--- config.mk ---
export PLATFORM = sky130hd
export DESIGN_NAME = dac_serial_load
export DESIGN_NICKNAME = d
export VERILOG_FILES = /design/src/logic/dac_serial_load.v /design/src/logic/word_fifo.v
export VERILOG_INCLUDE_DIRS = /design/src /design/src/inc
export SDC_FILE = /design/constraint.sdc
export NUM_CORES = 1
export LEC_CHECK = 0
export ABC_AREA = 1
export BUFFER_PORTS_ARGS = -buffer_cell sky130_fd_sc_hd__buf_4
export CAP_MARGIN = 0
export CORE_MARGIN = 2
export CORE_UTILIZATION = 60
export CTS_CLUSTER_DIAMETER = 30
export DETAILED_ROUTE_END_ITERATION = 8
export HOLD_SLACK_MARGIN = 0.1
export PLACE_DENSITY = 0.77
export SLEW_MARGIN = 10
export SYNTH_ARGS = -nofsm -noshare
export SYNTH_HDL_FRONTEND = slang
export SYNTH_SLANG_ARGS = --single-unit
--- constraint.sdc ---
create_clock -name clock_in -period 3 [get_ports clock_in]
set_input_delay 0.6 -clock clock_in [delete_from_list [all_inputs] [get_ports clock_in]]
set_output_delay 0.6 -clock clock_in [all_outputs]
set_load 0.02 [all_outputs]
--- src/inc/dac_load_consts.vh ---
// Constants for the serial load interface of a 16-bit converter front end.
// Assumes inclusion by bare name from design files; definitions only.
`ifndef DAC_LOAD_CONSTS_VH
`define DAC_LOAD_CONSTS_VH

// ==========================================================
// Word format
`define WORD_BITS      16
`define COUNT_BITS     5
`define HOLD_RESET     16'h0000
`define SHIFT_RESET    16'h0000
`define COUNT_RESET    5'h00

// ==========================================================
// Buffering
`define FIFO_DEPTH     8
`define FIFO_AW        3

// ==========================================================
// Timing, least strobe low time in ns and cycle count at 4 ns clock
`define CLK_PERIOD_NS  4
`define STROBE_MIN_NS  30
`define STROBE_MIN_CYC ((`STROBE_MIN_NS + `CLK_PERIOD_NS - 1) / `CLK_PERIOD_NS)

`endif

--- src/logic/dac_serial_load.v ---
// Serial load front end: samples the host's framed serial link, assembles
// 16-bit words and moves them to the converter holding register.
// Assumes all link pins are asynchronous to clock_in (250 MHz) and that the
// link clock is slow enough (25 MHz max) to be found by edge detection.
`timescale 1ns/1ps
`include "dac_load_consts.vh"
module dac_serial_load #(
   parameter WIDTH      = `WORD_BITS,
   parameter FIFO_DEPTH = `FIFO_DEPTH,
   parameter FIFO_AW    = `FIFO_AW
)
(
   input  wire             clock_in,
   input  wire             sys_rst_in,
   input  wire             chip_sel_n_in,
   input  wire             ser_clk_in,
   input  wire             ser_data_in,
   input  wire             holding_update_n_in,
   output reg  [WIDTH-1:0] hold_code_out,
   output reg              hold_update_out,
   output reg              word_drop_out
);

   localparam [1:0] ST_IDLE  = 2'h0;
   localparam [1:0] ST_SHIFT = 2'h1;
   // Integer forms first, then cut on purpose to the counter widths
   localparam integer           FULL_COUNT_I = `WORD_BITS;
   localparam integer           STROBE_CYC_I = `STROBE_MIN_CYC;
   localparam [`COUNT_BITS-1:0] FULL_COUNT   = FULL_COUNT_I[`COUNT_BITS-1:0];
   localparam [3:0]             STROBE_CYC   = STROBE_CYC_I[3:0];

   // Synchroniser stages: first stage is read only by the second
   reg [1:0]  cs_meta;
   reg [1:0]  clk_meta;
   reg [1:0]  dat_meta;
   reg [1:0]  upd_meta;
   reg        cs_d;
   reg        clk_d;
   reg        upd_d;
   wire       cs_s;
   wire       clk_s;
   wire       dat_s;
   wire       upd_s;

   reg [1:0]             state;
   reg [WIDTH-1:0]       shift;
   reg [`COUNT_BITS-1:0] count;
   reg [WIDTH-1:0]       pend;
   reg                   pend_valid;
   reg [3:0]             low_cnt;

   wire clk_rise;
   wire cs_rise;
   wire cs_fall;
   wire strobe_held;
   wire fifo_in_ready;
   wire fifo_out_valid;
   wire fifo_out_ready;
   wire [WIDTH-1:0] fifo_out_data;

   assign cs_s  = cs_meta[1];
   assign clk_s = clk_meta[1];
   assign dat_s = dat_meta[1];
   assign upd_s = upd_meta[1];

   // ==========================================================
   // Input synchronisers and edge finders
   always @(posedge clock_in)
   begin
      if (sys_rst_in)
      begin
         cs_meta  <= 2'h3;
         clk_meta <= 2'h0;
         dat_meta <= 2'h0;
         upd_meta <= 2'h3;
         cs_d     <= 1'b1;
         clk_d    <= 1'b0;
         upd_d    <= 1'b1;
      end
      else
      begin
         cs_meta  <= {cs_meta[0], chip_sel_n_in};
         clk_meta <= {clk_meta[0], ser_clk_in};
         dat_meta <= {dat_meta[0], ser_data_in};
         upd_meta <= {upd_meta[0], holding_update_n_in};
         cs_d     <= cs_s;
         clk_d    <= clk_s;
         upd_d    <= upd_s;
      end
   end

   assign clk_rise = clk_s && !clk_d;
   assign cs_rise  = cs_s && !cs_d;
   assign cs_fall  = !cs_s && cs_d;

   // ==========================================================
   // Frame and shift register
   // Data reaches clk_rise two cycles late, same as the clock, so setup holds
   always @(posedge clock_in)
   begin
      if (sys_rst_in)
      begin
         state      <= ST_IDLE;
         shift      <= `SHIFT_RESET;
         count      <= `COUNT_RESET;
         pend       <= `SHIFT_RESET;
         pend_valid <= 1'b0;
         word_drop_out <= 1'b0;
      end
      else
      begin
         word_drop_out <= 1'b0;
         if (pend_valid && fifo_in_ready)
            pend_valid <= 1'b0;
         case (state)
            ST_IDLE:
            begin
               // Link activity outside a frame is ignored
               if (cs_fall)
               begin
                  state <= ST_SHIFT;
                  count <= `COUNT_RESET;
               end
            end
            ST_SHIFT:
            begin
               if (cs_rise)
               begin
                  state <= ST_IDLE;
                  // Short or long frames are dropped, never half loaded
                  if (count == FULL_COUNT)
                  begin
                     if (!pend_valid || fifo_in_ready)
                     begin
                        pend       <= shift;
                        pend_valid <= 1'b1;
                     end
                     else
                        word_drop_out <= 1'b1;
                  end
                  else
                     word_drop_out <= 1'b1;
               end
               else if (clk_rise && !cs_s)
               begin
                  shift <= {shift[WIDTH-2:0], dat_s};
                  if (count != 5'h1F)
                     count <= count + 1'b1;
               end
            end
            default:
               state <= ST_IDLE;
         endcase
      end
   end

   // ==========================================================
   // Word FIFO between the link and the holding register
   word_fifo #(
      .WIDTH (WIDTH),
      .DEPTH (FIFO_DEPTH),
      .AW    (FIFO_AW)
   ) u_fifo (
      .clock_in      (clock_in),
      .sys_rst_in    (sys_rst_in),
      .in_valid_in   (pend_valid),
      .in_ready_out  (fifo_in_ready),
      .in_data_in    (pend),
      .out_valid_out (fifo_out_valid),
      .out_ready_in  (fifo_out_ready),
      .out_data_out  (fifo_out_data)
   );

   // ==========================================================
   // Strobe low-time filter; glitches shorter than the least width are ignored
   always @(posedge clock_in)
   begin
      if (sys_rst_in)
         low_cnt <= 4'h0;
      else if (upd_s)
         low_cnt <= 4'h0;
      else if (low_cnt != STROBE_CYC)
         low_cnt <= low_cnt + 1'b1;
   end

   assign strobe_held = (low_cnt == STROBE_CYC);

   // Drain: strobe low loads the oldest word; words wait while strobe is high
   // or chip select low, so a strobe tied low gives load at chip-select rise.
   assign fifo_out_ready = strobe_held && cs_s;

   // ==========================================================
   // Holding register, one full-word update per load
   always @(posedge clock_in)
   begin
      if (sys_rst_in)
      begin
         hold_code_out   <= `HOLD_RESET;
         hold_update_out <= 1'b0;
      end
      else
      begin
         hold_update_out <= 1'b0;
         if (fifo_out_valid && fifo_out_ready)
         begin
            hold_code_out   <= fifo_out_data;
            hold_update_out <= 1'b1;
         end
      end
   end

endmodule

--- src/logic/word_fifo.v ---
// Synchronous FIFO holding assembled words before the holding register.
// Assumes one clock and synchronous active-high reset.
`timescale 1ns/1ps
module word_fifo #(
   parameter WIDTH = 16,
   parameter DEPTH = 8,
   parameter AW    = 3
)
(
   input  wire             clock_in,
   input  wire             sys_rst_in,
   input  wire             in_valid_in,
   output wire             in_ready_out,
   input  wire [WIDTH-1:0] in_data_in,
   output wire             out_valid_out,
   input  wire             out_ready_in,
   output wire [WIDTH-1:0] out_data_out
);

   reg [WIDTH-1:0] mem [0:DEPTH-1];
   reg [AW-1:0]    wr_ptr;
   reg [AW-1:0]    rd_ptr;
   reg [AW:0]      fill;
   wire            do_wr;
   wire            do_rd;

   // ==========================================================
   // Handshakes
   assign in_ready_out  = (fill != DEPTH[AW:0]);
   assign out_valid_out = (fill != {(AW+1){1'b0}});
   assign do_wr         = in_valid_in && in_ready_out;
   assign do_rd         = out_valid_out && out_ready_in;
   assign out_data_out  = mem[rd_ptr];

   // Storage needs no reset; pointers guard it
   always @(posedge clock_in)
   begin
      if (do_wr)
         mem[wr_ptr] <= in_data_in;
   end

   // Pointers and fill level
   always @(posedge clock_in)
   begin
      if (sys_rst_in)
      begin
         wr_ptr <= {AW{1'b0}};
         rd_ptr <= {AW{1'b0}};
         fill   <= {(AW+1){1'b0}};
      end
      else
      begin
         if (do_wr)
            wr_ptr <= (wr_ptr == DEPTH[AW-1:0] - 1'b1) ? {AW{1'b0}} : wr_ptr + 1'b1;
         if (do_rd)
            rd_ptr <= (rd_ptr == DEPTH[AW-1:0] - 1'b1) ? {AW{1'b0}} : rd_ptr + 1'b1;
         if (do_wr && !do_rd)
            fill <= fill + 1'b1;
         else if (do_rd && !do_wr)
            fill <= fill - 1'b1;
      end
   end

endmodule

== Word level (Yosys, flattened, before mapping) ==
Memories as Yosys holds them, arrays and structs flattened. A register that Yosys moved wholly into a read port is not among the register bits.
Cells that the tools add are included.

* Output and inout port bits: 18
* Word-level logic and storage cells: 87
* Memories kept: 1
* RAM bits: 128
* Register bits after elaboration: 66
* Input port bits: 6

{| class="wikitable"
|+ Memory list
! name !! depth !! width !! rd ports !! clocked after Yosys merged registers in !! write ports !! RTL line !! source
|-
| u_fifo.mem || 8 || 16 || 1 || 1 || 1 || word_fifo.v:20 || <nowiki>reg [WIDTH-1:0] mem [0:DEPTH-1];</nowiki>
|}

* Eq/ne operators: 13
* Muxes and demuxes: 22
* Bitwise gates (word level): 2
* Add/sub/neg operators: 6
* Reduce and logical (&&, ||, !) cells: 26

{| class="wikitable"
|+ Operators by type and width
! operator !! count
|-
| 5-bit 2-to-1 mux || 4
|-
| 1-bit 2-to-1 mux || 10
|-
| 2-bit inequality test, second input constant || 5
|-
| 5-bit one-hot mux with 2 select lines || 1
|-
| 1-bit logical AND || 9
|-
| 4-bit by 1-bit adder with 4-bit output, second input constant || 2
|-
| 4-bit 2-to-1 mux || 2
|-
| 4-bit inequality test, second input constant || 2
|-
| 3-bit by 1-bit adder with 3-bit output, second input constant || 2
|-
| 3-bit == test, second input constant || 2
|-
| 1-bit logical NOT || 6
|-
| 3-bit 2-to-1 mux || 2
|-
| 5-bit by 1-bit adder with 5-bit output, second input constant || 1
|-
| 5-bit == test, second input constant || 1
|-
| 5-bit inequality test, second input constant || 1
|-
| 5-bit AND reduction || 1
|-
| 4-bit == test, second input constant || 1
|-
| 2-bit 2-to-1 mux || 2
|-
| 2-bit one-hot mux with 2 select lines || 1
|-
| 4-bit AND reduction || 1
|-
| 2-bit nonzero test || 2
|-
| 4-bit nonzero test || 1
|-
| 4-bit by 1-bit subtractor with 4-bit output, second input constant || 1
|-
| 3-bit AND reduction || 1
|-
| 7 further kinds || 8
|}

== Depth between registers and ports, before layout ==
* Word-level depth: 7
* Depth in mapped cells: 15
* Gate-level depth less buffers: 14

== By module ==
Synthesis repeated with hierarchy kept, for this count alone.

* Cell total of the unflattened synthesis: 870
* Area total of the unflattened synthesis: 8,568.2 µm²

{| class="wikitable"
|+ Modules (own cells, without submodules)
! module !! cells an instance !! area each (µm²) !! seq. area each (µm²) !! instances
|-
| word_fifo || 519 || 5,855.6 || 4,103.9 || 1
|-
| dac_serial_load || 351 || 2,712.6 || 1,421.4 || 1
|}

== Least setup slack after synthesis ==
OpenSTA, ideal clock, no wires.

* Kind: reg-to-reg
* From: register low_cnt[0]
* To: register u_fifo.fill[3]
* Cell stages (with the launch flop): 16
* Path buffers: 1
* Data required time: 2,868 ps
* Arrival: 2,026 ps
* Library setup time: 132 ps
* Clock period less this slack: 2,158 ps
* Slack: 842 ps
* Cells stage by stage: dfxtp_1 > inv_1 > ha_1 > nand3_1 > nor2_1 > nand2_2 > buf_2 > ha_1 > inv_1 > ha_1 > a21oi_1 > nand2_1 > nand2_1 > nand2_1 > nand2_1 > a21oi_1

* Cells in the longest elaborated chain, start to end: 6
* Elaborated cells between the ends (all ways): 8
* Those cells by class: eq/ne (1); mux (1); reduce/logical (6)

{| class="wikitable"
|+ RTL lines
! item !! RTL line !! source
|-
| start, declared || dac_serial_load.v:50 || <nowiki>reg [3:0] low_cnt;</nowiki>
|-
| start signal, assigned || dac_serial_load.v:183 || <nowiki>low_cnt <= low_cnt + 1'b1;</nowiki>
|-
| 4-bit == test (*) || dac_serial_load.v:186 || <nowiki>assign strobe_held = (low_cnt == STROBE_CYC);</nowiki>
|-
| 1-bit logical AND (*) || dac_serial_load.v:190 || <nowiki>assign fifo_out_ready = strobe_held && cs_s;</nowiki>
|-
| 1-bit logical AND (*) || word_fifo.v:32 || <nowiki>assign do_rd = out_valid_out && out_ready_in;</nowiki>
|-
| 1-bit logical NOT || word_fifo.v:57 || <nowiki>if (do_wr && !do_rd)</nowiki>
|-
| 1-bit logical AND || word_fifo.v:57 ||
|-
| 4-bit 2-to-1 mux or 2-bit nonzero test (tied branches) || n/a ||
|-
| end signal, assigned || word_fifo.v:49 || <nowiki>fill <= {(AW+1){1'b0}};</nowiki>
|-
| end signal, assigned || word_fifo.v:58 || <nowiki>fill <= fill + 1'b1;</nowiki>
|-
| end signal, assigned || word_fifo.v:60 || <nowiki>fill <= fill - 1'b1;</nowiki>
|-
| end, declared || word_fifo.v:23 || <nowiki>reg [AW:0] fill;</nowiki>
|}

Every way passes the cells marked *; elsewhere a longest branch is shown, timed or not.
A chain may end at the register's enable or synchronous reset.

== Worst setup path after layout ==
* From: register u_fifo.fill[0]
* To: register u_fifo.fill[3]

* Cells in the longest elaborated chain, start to end: 5
* Elaborated cells between the ends (all ways): 13
* Those cells by class: add/sub (2); eq/ne (1); mux (2); reduce/logical (8)

{| class="wikitable"
|+ RTL lines
! item !! RTL line !! source
|-
| 4-bit inequality test (*) || word_fifo.v:29 || <nowiki>assign in_ready_out = (fill != DEPTH[AW:0]);</nowiki>
|-
| 1-bit logical AND (*) || word_fifo.v:31 || <nowiki>assign do_wr = in_valid_in && in_ready_out;</nowiki>
|-
| net u_fifo.do_wr || word_fifo.v:24 || <nowiki>wire do_wr;</nowiki>
|-
| 1-bit logical NOT || word_fifo.v:59 || <nowiki>else if (do_rd && !do_wr)</nowiki>
|-
| 1-bit logical AND || word_fifo.v:59 ||
|-
| 2-bit nonzero test (no line) || n/a ||
|}

The timed path passes the listed nets; every way through them passes the cells marked *. The select of a mux whose other input is x is not followed.

==> flow_summary.ini <==
[status]
status = completed

[cells_and_area]
mostFrequentLayoutCells = nand2_1 (222), inv_1 (145), edfxtp_1 (128), nand3_1 (120), dfxtp_1 (80)
final_area_sq_mm = 0.01018
mostFrequentLayoutCell = nand2_1
fin_cells = 1149
antenna_cells = 0
nets = 960
area_delta_synth_final_pct = 18.57
drive_above_1_share = 0.1115

[timing]
slew_headroom = 0.3602
final_max_slew_viol_count = 0
tightest_slew_ns = 0.9570
setup_violations = 0
max_freq_ghz = 0.4621
rsz0062_at_grt = no
hold_violations = 0
fin_skew_ns = 0.01832
finalSetupTns_ns = 0
period_share = 0.7213
finalCriticalPeriod_ns = 2.164

[grt]
antenna_found_initial = 0
grt_max_degree = 66
grt_pass1_wl_um = 29280
gr-total-overflow = 0
grt_pass1_vias = 5873
grtUsageTotal = 0.2546

[detailed_routing]
wl_per_cell_um = 16.24
drt_pre_antenna_iters = 5
drc = 0
vias_per_cell = 5.381
drt-total-wl_um = 18660
wl_met3_um = 1479
top_layer = met4
postRouteAntennaNets = 0
dr_wl_met2_um = 9069
drt_iter0_markers = 518
wl_met1_um = 7609
dr_total_vias = 6183

[clocking]
ctsLongestPathBuffers = 3
cts_resized = 0
cts_tree = done
clock-root-buffer = clkbuf_16
cts_setup_buffers = 0
cts.sinks = 209
htreeDepth = 2
hold_buffers = 0
cts_buffers = 37
cts.clk_slew.worst_paths_ns = 0.05
clock_latency_ns = 0.51

[yosys]
yosysTopAreaCellShare = 0.4479
yosysTopAreaCell = edfxtp_1
yosys_warnings = 0
syn_nets = 922
ys_types = 30
avgSynthCellArea_sq_um = 9.504
syn_area_sq_mm = 0.008582
synth_area_leaders = edfxtp_1 (45%), dfxtp_1 (19%), nand2_1 (9.7%)
syn-instance-count = 903
ys_seq_area_frac = 0.6368
synth-seq-cells = 209

[min_path]
hold_path.class = in -> reg
worstHoldPathCells = 2

[worst_setup_path]
crit_type = reg -> reg
r2r_end = u_fifo.fill[3]
cp-endpoint = u_fifo.fill[3]
critical_path_arrival_ns = 2.52
reg2reg_slack_ns = 0.84
worstSetupEndpointType = register
r2r_cells = 13
crit_start = u_fifo.fill[0]
critPathMaxFanout = 7
required_ns = 3.36
crit_path_start_kind = register
reg2reg_from = u_fifo.fill[0]

[placed_design]
placed_cells = 1082
portBuffers = 23
globalplace.congestion = 0.8396
postPlaceCellArea_sq_mm = 0.008920
hpwl_um = 10250

[floorplan]
dieArea_sq_mm = 0.01528
die_x_um = 123.6
die_h_um = 123.6
io_pins = 24
initial_core_util = 0.6159
core-area_sq_mm = 0.01393
rows = 43

[pwr]
ir_drop_mv = 0.4652
p_leak_nw = 4.238
powerDensity_mw_per_mm2 = 713.0
p_total_mw = 7.256

[job]
drv_cap = 0
==> cells by family (layout without fill, tap and decap cells) <==
family	after synthesis	after routing	synth area share
AO/OA/AOI/OAI	90	90	0.05336
XOR/XNOR	4	4	0.004083
adder cells (fa/ha/maj)	13	13	0.01983
buffers and inverters	190	256	0.08718
flip-flops	209	209	0.6368
AND/OR/NAND/NOR	397	397	0.1987
==> through the flow <==
stage	setup slack, ns	utilization	hold slack, ns
6_report	0.8361	0.7303	0.2888
4_1_cts	0.8377	0.7303	0.2784
3_5_place_dp	0.8378	0.6401	0.3993
2_1_floorplan	0.8416	-	0.3883
5_1_grt	0.6508	0.7303	0.2869
3_3_place_gp	0.9316	0.6401	0.3921
==> sequential cells by signal, indices dropped and copies added (netlist names), 2 cells and up <==
register       flops
clk_meta           2
count              5
cs_meta            2
dat_meta           2
hold_code_out     16
low_cnt            4
pend              16
shift             16
u_fifo.fill        4
u_fifo.mem       128
u_fifo.rd_ptr      3
u_fifo.wr_ptr      3
upd_meta           2
==> worst min path at each step <==
stage	slack [ns]	end	startpoint
floorplan	0.39	clk_meta[1]	clk_meta[0]
global placement	0.39	upd_meta[1]	upd_meta[0]
detailed placement	0.40	cs_meta[1]	cs_meta[0]
CTS	0.28	cs_meta[0]	chip_sel_n_in
global route	0.29	cs_meta[0]	chip_sel_n_in
finish	0.29	upd_meta[0]	holding_update_n_in
==> cell type report <==
cell class                 instances  area [sq um]
multi-input combinational        504          2369
sequential                       209          5466
fill                             945          3759
clock buffer                      52          1066
clock inverter                    15         190.2
timing repair buffer              40         300.3
inverter                         149         559.3
tap                              180         225.2
==> critical path, cell delays in order (launching register included) <==
cell and delay [ns]:
dfxtp_1 0.36, nor2_2 0.23, nand3_1 0.10, nand2_1 0.17, inv_1 0.08, ha_1 0.21, inv_1 0.12, ha_1 0.28
a21oi_1 0.18, nand2_1 0.08, nand2_1 0.07, nand2_1 0.05, nand2_1 0.05, a21oi_1 0.05
==> Yosys cell counts (all sizes together) <==
| cell type | number |
|---|---|
| a211oi | 3 |
| a21oi | 60 |
| and3 | 1 |
| buf | 23 |
| clkbuf | 18 |
| clkinv | 1 |
| dfxtp | 81 |
| edfxtp | 128 |
| fa | 1 |
| ha | 12 |
| inv | 148 |
| nand2 | 224 |
| nand3 | 121 |
| nand4 | 3 |
| nor2 | 39 |
| nor3 | 4 |
| nor3b | 1 |
| o21ai | 27 |
| or2 | 4 |
| xnor2 | 2 |
| xor2 | 2 |
==> metal layers <==
layer | global-route usage | vias to the layer above
met3 | 0.05037 | 48
met4 | 0.1129 | 0
li1 | - | 3006
met1 | 0.3176 | 2880
met2 | 0.4317 | 249
met5 | 0 | -
==> where the power goes <==
| group | switching (mW) | leakage, nW | internal, mW |
|---|---|---|---|
| sequential | 0.00755 | 1.84 | 3.03 |
| clock | 1.34 | 0.600 | 2.82 |
| combinational | 0.0416 | 1.80 | 0.0202 |
| total | 1.39 | 4.24 | 5.87 |
Note: power is estimated with default switching activity, not from simulation.
